==> src/hdl/sld_map.svh <==
// Offsets, switch fields, reset values and timing counts of the line driver
`ifndef SLD_MAP_SVH
`define SLD_MAP_SVH

// Core clock
`define SLD_CLK_HZ 25000000

// Register byte offsets
`define SLD_OFF_CFG 8'h00
`define SLD_OFF_STAT 8'h04

// Option switch bank fields, bit set means switch ON
`define SLD_SW_RATE_LSB 0
`define SLD_SW_RATE_MSB 2
`define SLD_SW_RSVD 3
`define SLD_SW_CLKSRC 4
`define SLD_SW_DLY_A 5
`define SLD_SW_DLY_B 6
`define SLD_SW_CARR 7
`define SLD_CFG_RESET 8'h24
`define SLD_CFG_WMASK 8'hf7

// Status fields
`define SLD_ST_RTS 0
`define SLD_ST_CTS 1
`define SLD_ST_CARR 2
`define SLD_ST_INT 3
`define SLD_ST_RATE_LSB 8

// Data rates in bps
`define SLD_BPS_1200 1200
`define SLD_BPS_2400 2400
`define SLD_BPS_4800 4800
`define SLD_BPS_7200 7200
`define SLD_BPS_9600 9600
`define SLD_BPS_14400 14400
`define SLD_BPS_19200 19200

// Half periods of the internal transmit clock in core cycles
`define SLD_HALF(bps) (`SLD_CLK_HZ / (2 * (bps)))

// RTS to CTS delays in ms and core cycles
`define SLD_DLY_SHORT_MS 8
`define SLD_DLY_LONG_MS 53
`define SLD_DLY_CYC(ms) (((ms) * `SLD_CLK_HZ) / 1000)

`endif

==> src/hdl/sld_pkg.sv <==
// Types shared by the line driver control logic
package sld_pkg;

	typedef enum logic [2:0]
	{
		SLD_CTS_IDLE = 3'b001,
		SLD_CTS_WAIT = 3'b010,
		SLD_CTS_ON = 3'b100
	} sld_cts_state_t;

	typedef logic [20:0] sld_dly_cnt_t;
	typedef logic [13:0] sld_half_cnt_t;

endpackage

==> src/hdl/sld_ctrl.sv <==
// Option decode and control signals of the synchronous line driver
//Contract
// - The three rate switches decode together to 1200, 2400, 4800, 7200, 9600, 14400 or 19200 bps.
// - Rate switches two and three both OFF give 19200 bps whatever switch one is.
// - Clock switch OFF makes and drives an internal transmit clock; ON times transmit data from the terminal's clock.
// - The recovered receive clock always goes to the terminal and never times transmission directly.
// - CTS follows a rise of RTS after zero, 8 ms or 53 ms as the two delay switches select.
// - Carrier switch OFF keeps carrier on; ON makes carrier follow RTS.
// - The reserved fourth switch has no effect on anything.
`timescale 1ns/1ps
`include "sld_map.svh"
module sld_ctrl
#(
	parameter int unsigned HALF_1200 = `SLD_HALF(`SLD_BPS_1200),
	parameter int unsigned HALF_2400 = `SLD_HALF(`SLD_BPS_2400),
	parameter int unsigned DLY_SHORT_CYC = `SLD_DLY_CYC(`SLD_DLY_SHORT_MS),
	parameter int unsigned DLY_LONG_CYC = `SLD_DLY_CYC(`SLD_DLY_LONG_MS)
)
(
	// Clock and reset
	input wire logic clock_i,
	input wire logic nrst_i,
	// APB slave
	input wire logic psel_i,
	input wire logic penable_i,
	input wire logic pwrite_i,
	input wire logic [7:0] paddr_i,
	input wire logic [31:0] pwdata_i,
	output logic [31:0] prdata_o,
	output logic pready_o,
	output logic pslverr_o,
	// Terminal side
	input wire logic rts_i,
	input wire logic ext_clk_i,
	input wire logic txd_i,
	output logic cts_o,
	output logic tx_clk_o,
	output logic rx_clk_o,
	output logic rxd_o,
	// Line side
	input wire logic rec_clk_i,
	input wire logic line_rxd_i,
	output logic line_txd_o,
	output logic carrier_o
);

	localparam int NSYNC = 5;
	localparam int S_RTS = 0;
	localparam int S_EXT = 1;
	localparam int S_TXD = 2;
	localparam int S_REC = 3;
	localparam int S_RXD = 4;

	// Input synchronisers
	logic [NSYNC-1:0] pins;
	logic [NSYNC-1:0] meta_q;
	logic [NSYNC-1:0] sync_q;

	assign pins = {line_rxd_i, rec_clk_i, txd_i, ext_clk_i, rts_i};

	genvar gi;
	generate
		for (gi = 0; gi < NSYNC; gi++)
		begin : g_sync
			always_ff @(posedge clock_i or negedge nrst_i)
			begin
				if (!nrst_i)
				begin
					meta_q[gi] <= 1'b0;
					sync_q[gi] <= 1'b0;
				end
				else
				begin
					meta_q[gi] <= pins[gi];
					sync_q[gi] <= meta_q[gi];
				end
			end
		end
	endgenerate

	wire rts_s = sync_q[S_RTS];
	wire ext_s = sync_q[S_EXT];
	wire txd_s = sync_q[S_TXD];
	wire rec_s = sync_q[S_REC];
	wire rxd_s = sync_q[S_RXD];

	// Option switch bank register
	logic [7:0] cfg_q;
	logic [7:0] cfg_d;
	logic pready_q;
	logic pslverr_q;
	logic [31:0] prdata_q;

	wire acc_start = psel_i && penable_i && !pready_q;
	wire acc_done = psel_i && penable_i && pready_q;
	wire hit_cfg = (paddr_i == `SLD_OFF_CFG);
	wire hit_stat = (paddr_i == `SLD_OFF_STAT);
	wire hit_any = hit_cfg || hit_stat;
	wire cfg_we = acc_done && pwrite_i && hit_cfg;

	// Reserved position never stored
	assign cfg_d = pwdata_i[7:0] & `SLD_CFG_WMASK;

	wire [2:0] rate_sw = cfg_q[`SLD_SW_RATE_MSB:`SLD_SW_RATE_LSB];
	wire int_mode = !cfg_q[`SLD_SW_CLKSRC];
	wire dly_a_on = cfg_q[`SLD_SW_DLY_A];
	wire dly_b_on = cfg_q[`SLD_SW_DLY_B];
	wire carr_rts = cfg_q[`SLD_SW_CARR];

	// Rate decode, ON reads as one
	sld_pkg::sld_half_cnt_t half_cnt;
	assign half_cnt =
		(rate_sw == 3'h7) ? 14'(HALF_1200) :
		(rate_sw == 3'h6) ? 14'(HALF_2400) :
		(rate_sw == 3'h5) ? 14'(`SLD_HALF(`SLD_BPS_4800)) :
		(rate_sw == 3'h3) ? 14'(`SLD_HALF(`SLD_BPS_7200)) :
		(rate_sw == 3'h4) ? 14'(`SLD_HALF(`SLD_BPS_9600)) :
		(rate_sw == 3'h2) ? 14'(`SLD_HALF(`SLD_BPS_14400)) :
		14'(`SLD_HALF(`SLD_BPS_19200));

	// Delay decode, the unlisted code takes the long delay
	wire dly_zero = dly_a_on && dly_b_on;
	wire dly_short = dly_a_on && !dly_b_on;
	sld_pkg::sld_dly_cnt_t dly_cnt;
	assign dly_cnt = dly_short ? 21'(DLY_SHORT_CYC) : 21'(DLY_LONG_CYC);

	// Internal transmit clock divider
	sld_pkg::sld_half_cnt_t div_q;
	logic int_clk_q;
	wire div_wrap = (div_q == 14'h0000);

	always_ff @(posedge clock_i or negedge nrst_i)
	begin
		if (!nrst_i)
		begin
			div_q <= 14'h0000;
			int_clk_q <= 1'b0;
		end
		else if (div_wrap)
		begin
			div_q <= half_cnt - 14'h0001;
			int_clk_q <= !int_clk_q;
		end
		else
		begin
			div_q <= div_q - 14'h0001;
		end
	end

	// Transmit timing edge from the selected source
	logic ext_d_q;
	wire int_rise = div_wrap && !int_clk_q;
	wire ext_rise = ext_s && !ext_d_q;
	wire tx_edge = int_mode ? int_rise : ext_rise;

	// CTS delay timer
	logic cts_w;

	sld_cts_delay u_cts
	(
		.clock_i(clock_i),
		.nrst_i(nrst_i),
		.rts_i(rts_s),
		.zero_i(dly_zero),
		.dly_i(dly_cnt),
		.cts_o(cts_w)
	);

	// Carrier follows RTS or stays on
	wire carr_d = carr_rts ? rts_s : 1'b1;

	// Output and pin registers
	logic cts_q;
	logic carr_q;
	logic tx_clk_q;
	logic rx_clk_q;
	logic rxd_q;
	logic line_txd_q;

	always_ff @(posedge clock_i or negedge nrst_i)
	begin
		if (!nrst_i)
		begin
			ext_d_q <= 1'b0;
			cts_q <= 1'b0;
			carr_q <= 1'b0;
			tx_clk_q <= 1'b0;
			rx_clk_q <= 1'b0;
			rxd_q <= 1'b1;
			line_txd_q <= 1'b1;
		end
		else
		begin
			ext_d_q <= ext_s;
			cts_q <= cts_w && rts_s;
			carr_q <= carr_d;
			tx_clk_q <= int_mode && int_clk_q;
			rx_clk_q <= rec_s;
			rxd_q <= rxd_s;
			if (tx_edge)
				line_txd_q <= txd_s;
		end
	end

	// Status word
	logic [31:0] stat_w;
	assign stat_w = {21'h000000, rate_sw, 4'h0, int_mode, carr_q, cts_q, rts_s};

	wire [31:0] rd_w = hit_cfg ? {24'h000000, cfg_q} :
		hit_stat ? stat_w : 32'h00000000;

	// APB slave, answers in the second access cycle
	always_ff @(posedge clock_i or negedge nrst_i)
	begin
		if (!nrst_i)
		begin
			cfg_q <= `SLD_CFG_RESET;
			pready_q <= 1'b0;
			pslverr_q <= 1'b0;
			prdata_q <= 32'h00000000;
		end
		else
		begin
			pready_q <= acc_start;
			pslverr_q <= acc_start && !hit_any;
			if (acc_start && !pwrite_i)
				prdata_q <= rd_w;
			if (cfg_we)
				cfg_q <= cfg_d;
		end
	end

	assign prdata_o = prdata_q;
	assign pready_o = pready_q;
	assign pslverr_o = pslverr_q;
	assign cts_o = cts_q;
	assign carrier_o = carr_q;
	assign tx_clk_o = tx_clk_q;
	assign rx_clk_o = rx_clk_q;
	assign rxd_o = rxd_q;
	assign line_txd_o = line_txd_q;
endmodule

==> src/hdl/sld_cts_delay.sv <==
// Clear-to-send delay timer
`timescale 1ns/1ps
module sld_cts_delay
(
	// Clock and reset
	input wire logic clock_i,
	input wire logic nrst_i,
	// Control
	input wire logic rts_i,
	input wire logic zero_i,
	input wire sld_pkg::sld_dly_cnt_t dly_i,
	// Result
	output logic cts_o
);

	sld_pkg::sld_cts_state_t state_q;
	sld_pkg::sld_cts_state_t state_d;
	sld_pkg::sld_dly_cnt_t cnt_q;
	sld_pkg::sld_dly_cnt_t cnt_d;
	logic cnt_last;

	assign cnt_last = (cnt_q <= 21'h000001);

	always_comb
	begin
		state_d = state_q;
		cnt_d = cnt_q;
		case (state_q)
			sld_pkg::SLD_CTS_IDLE:
			begin
				if (rts_i && zero_i)
					state_d = sld_pkg::SLD_CTS_ON;
				else if (rts_i)
				begin
					state_d = sld_pkg::SLD_CTS_WAIT;
					cnt_d = dly_i;
				end
			end
			sld_pkg::SLD_CTS_WAIT:
			begin
				if (!rts_i)
					state_d = sld_pkg::SLD_CTS_IDLE;
				else if (cnt_last)
					state_d = sld_pkg::SLD_CTS_ON;
				else
					cnt_d = cnt_q - 21'h000001;
			end
			sld_pkg::SLD_CTS_ON:
			begin
				if (!rts_i)
					state_d = sld_pkg::SLD_CTS_IDLE;
			end
			default:
				state_d = sld_pkg::SLD_CTS_IDLE;
		endcase
	end

	always_ff @(posedge clock_i or negedge nrst_i)
	begin
		if (!nrst_i)
		begin
			state_q <= sld_pkg::SLD_CTS_IDLE;
			cnt_q <= 21'h000000;
		end
		else
		begin
			state_q <= state_d;
			cnt_q <= cnt_d;
		end
	end

	assign cts_o = state_q[2];
endmodule

==> config.mk <==
export PLATFORM = sky130hd
export DESIGN_NAME = sld_ctrl
export DESIGN_NICKNAME = d
export VERILOG_FILES = /design/src/hdl/sld_pkg.sv /design/src/hdl/sld_ctrl.sv /design/src/hdl/sld_cts_delay.sv
export VERILOG_INCLUDE_DIRS = /design/src /design/src/hdl
export SDC_FILE = /design/constraint.sdc
export NUM_CORES = 1
export LEC_CHECK = 0
export ABC_CLOCK_PERIOD_IN_PS = 4700
export BUFFER_PORTS_ARGS = -buffer_cell sky130_fd_sc_hd__buf_2
export CAP_MARGIN = 20
export CELL_PAD_IN_SITES_DETAIL_PLACEMENT = 0
export CELL_PAD_IN_SITES_GLOBAL_PLACEMENT = 1
export CORE_MARGIN = 5
export CORE_UTILIZATION = 42
export CTS_BUF_LIST = sky130_fd_sc_hd__clkbuf_4
export DETAILED_ROUTE_END_ITERATION = 10
export PLACE_DENSITY_LB_ADDON = 0.1
export SLEW_MARGIN = 25
export SYNTH_ARGS = -nofsm -noshare
export SYNTH_HDL_FRONTEND = slang
export SYNTH_SLANG_ARGS = --single-unit
==> constraint.sdc <==
create_clock -name clock_i -period 4.7 [get_ports clock_i]
set_clock_uncertainty 0.15 [all_clocks]
set_input_delay 0.235 -clock clock_i [delete_from_list [all_inputs] [get_ports clock_i]]
set_output_delay 0.235 -clock clock_i [all_outputs]
set_load 0.01 [all_outputs]
==> results.cfg <==
[logic_synthesis]
synthArstFlopShare_pct = 100
synthMuxAreaShare_pct = 4.54
synth.cell_area_sq_um = 3780
synthAdderAreaFrac_pct = 0.994
ys_seq_area_share_pct = 50.5
synth-edff-count = 0
synth-compound-area-share_pct = 17.4
total_number_of_yosys_warnings = 0
synth-simple-area-share_pct = 17.9
netlist_instances = 369
synth.ff_latch_count = 76
synth_top_flop_cell = dfrtp_1
synth_xor_area_share_pct = 1.62
synth.distinct_cells = 61
synthesis.area_per_instance_sq_um = 10.2
combinational_family_with_the_most_area_after_synthesis = simple AND/OR/NAND/NOR gates

[clocking]
cts_tree = built
htree_num_levels = 3
clk_pin_slew_ns = 0.14
cts.path.max_buffers = 2
post_cts_repair_setup_buffers = 0
clock_insertion_delay_worst_skew_ns = 0.43
inserted_clock_buffers = 9
cts.sinks = 76
library_cell_used_as_clock_root_buffer = clkbuf_4

[floorplan]
die_width_microns = 105
floorplan.rows = 34
ios = 90
core_area_sq_um = 8760
die_outline_area_sq_um = 11000
start_util_pct = 43.1
vertical_die_dimension_microns = 105

[timing]
hold_viol_final = 0
final_period_minus_worst_setup_slack_ns = 3.42
finalSetupViolCount = 0
tns_ns = 0
actual_slew_at_the_worst_max_slew_pin_ns = 0.777
timing.slew.headroom_pct = 48.0
unrepaired_setup_endpoints_after_global_routing = false
final.period_utilization_pct = 72.8
drv_slew = 0
fmaxAchievable_mhz = 292

[critical_path]
crit_slowest_cell = or4_1
timing.critical_path.arrival_ns = 3.59
critical_path_rt_ns = 4.87
worstSetupStartpointType = register
crit_top_cell = a21oi_1
worstSetupEndpointType = register
crit_path_max_incr_delay_ns = 0.60
cp_max_fo = 12
cp_cell_sequence = or4_1, nor4_2, and2_1, a21oi_1, ha_1, or3b_2, a211oi_1, a311oi_1, a21oi_1
worst-setup-path-type = register to register

[global_routing]
first_global_vias = 2903
grt_use_total_pct = 16.3
grt_start_max_net_pins = 77
grt-ovfl-total = 0
global_route_wire_length_before_repair_microns = 14600
antenna_found_initial = 0

[pwr]
switching_share_pct = 30.4
ir_worst_vdd_v = 0.000248
power.share.clock_pct = 32.2
static-leakage-power_nw = 1.87
cellInternalPower_mw = 1.00
power.share.sequential_pct = 50.7
switching_power_uw = 437
powerDensity_nw_per_um2 = 331
power.share.combinational_pct = 17.1

[worst_hold_path]
worst_hold_path_type = input pin to register

[drt]
totalWireLength_microns = 8560
first_pass_iters = 4
detail_route.iter0.violations = 90
routedWlPerCell_microns = 15.9
met1_length_microns = 3770
vias = 2927
postRouteAntennaNets = 0
dr.max_layer_used = met4
route.met3.wl_microns = 319
wl_met2_microns = 4390
remaining_drc_errors = 0
route.detailed.vias_per_inst = 5.44

[final_layout]
num_antenna_cells = 0
area_growth_pct = 14.9
final_layout_size_suffix_gt1_share_pct = 19.5
post-route-cell-area_sq_um = 4340
nNetsFinal = 478

[job]
drv.max_cap_violation_count = 0

[placed_design]
gpl.final_weighted_congestion = 0.771
portBuffers = 43
dpl_cell_area_sq_um = 3980
dp_hpwl_microns = 5760

[status]
status = completed
## final timing paths
| kind | from | to | slack (ns) | cells past startpoint |
|---|---|---|---|---|
| worst max-delay path | div_q[9] | div_q[6] | 1.28 | 9 |
| worst min-delay path | paddr_i[3] | prdata_o[2] | 0.05 | 4 |
| worst max register to register | div_q[9] | div_q[6] | 1.28 | 9 |
| worst min register to register | meta_q[1] | ext_s | 0.21 | 0 |
| max in group asynchronous | nrst_i | u_cts.cnt_q[4] | 3.69 | 2 |
| min in group asynchronous | nrst_i | ext_d_q | 0.24 | 2 |
## flip-flops by register name, summed over array words and instances (netlist names), 3 cells and up
register	cells
prdata_o	11
meta_q	5
div_q	14
u_cts.cnt_q	21
u_cts.state_q	3
cfg_q	7
## timing repair
action | 4_1_cts | 5_1_grt
hold buffers | 16 | 2
hold endpoints to repair | 87 | 1
gates resized for setup | 0 | 0
## cell families (layout without fill, tap and decap cells)
family / after synthesis / in the layout
AO/OA/AOI/OAI: 97 / 97
XOR/XNOR: 7 / 7
adder cells (fa/ha/maj): 3 / 3
buffers and inverters: 46 / 87
flip-flops: 76 / 76
multiplexers: 16 / 16
other: 1 / 21
AND/OR/NAND/NOR: 123 / 123
## per-layer routing
metal	vias to the layer above	global-route usage [%]
li1	1428	-
met1	1454	20.8
met2	39	27.1
met3	6	4.81
met4	0	4.11
met5	-	0
## through the flow
stage / cells / util (%) / setup WS (ns) / power, mW / hold slack, ns
after floorplan: 389 / - / 1.43 / 0.913 / -0.211
after global routing: 538 / 49.5 / 0.994 / 1.53 / 0.0596
final: 538 / 49.5 / 1.28 / 1.44 / 0.0483
after CTS: 535 / 49.2 / 1.26 / 1.45 / 0.00627
after global placement: 503 / 45.4 / 1.28 / 0.970 / 0.182
after detailed placement: 503 / 45.4 / 1.27 / 0.975 / 0.186
## power by group through the flow
stage / Sequential [mW] / Combinational, mW / Clock, mW
final: 0.729 / 0.245 / 0.463
after floorplan: 0.728 / 0.185 / 0
after global routing: 0.738 / 0.277 / 0.515
after detailed placement: 0.742 / 0.233 / 0
after global placement: 0.740 / 0.230 / 0
after CTS: 0.730 / 0.244 / 0.480
## synth_stat cells, types with 2 or more instances
cell type | number | area share [%]
or2_2 | 5 | 0.83
a21oi_1 | 20 | 2.6
o22a_1 | 2 | 0.46
mux2_2 | 9 | 2.7
inv_1 | 8 | 0.79
nand3_1 | 7 | 0.93
o31ai_1 | 9 | 1.8
a22oi_1 | 2 | 0.40
ha_1 | 3 | 0.99
nor2_1 | 20 | 2.0
o21ai_0 | 23 | 3.0
nand2b_1 | 8 | 1.3
o211ai_1 | 3 | 0.60
or3_1 | 10 | 1.7
a32o_1 | 3 | 0.79
nor4_1 | 7 | 1.2
clkbuf_1 | 13 | 1.3
o22ai_1 | 2 | 0.33
mux2i_1 | 7 | 1.9
a31oi_1 | 6 | 0.99
dfrtp_1 | 71 | 47
and2_1 | 6 | 0.99
nor2b_1 | 5 | 0.83
nor3_1 | 10 | 1.3
o311ai_0 | 2 | 0.46
or4_1 | 9 | 1.8
a22o_1 | 8 | 1.9
o2bb2ai_1 | 2 | 0.46
o311a_1 | 3 | 0.79
nand3b_1 | 2 | 0.40
buf_4 | 21 | 4.2
nand2_1 | 25 | 2.5
xnor2_1 | 6 | 1.4
dfstp_2 | 5 | 3.5
## critical path: cells and delay by family (launching register included)
family                     cells  cell delay, ns
and+or+nand+nor                4            1.88
AOI/OAI and AO/OA              4            0.61
DFF                            1            0.44
adders and majority gates      1            0.26
## area by class of cell
type | instances | area [sq um]
Clock buffer | 9 | 67.6
Multi-Input combinational cell | 267 | 1680
Tap cell | 108 | 135
Fill cell | 848 | 4420
Timing Repair Buffer | 63 | 417
Sequential cell | 76 | 1910
Inverter | 8 | 30.0
Clock inverter | 7 | 98.8
## cell usage in the layout (no fill, tap or decap), types with 9 or more instances in the layout
cell,n
a21oi_1,20
clkbuf_4,9
conb_1,21
buf_2,42
nor2_1,20
nor3_1,10
dlygate4sd3_1,18
dfrtp_1,71
o31ai_1,9
mux2_2,9
nand2_1,25
or3_1,10
or4_1,9
o21ai_0,23
No activity file was read; power rests on OpenSTA's default activity.
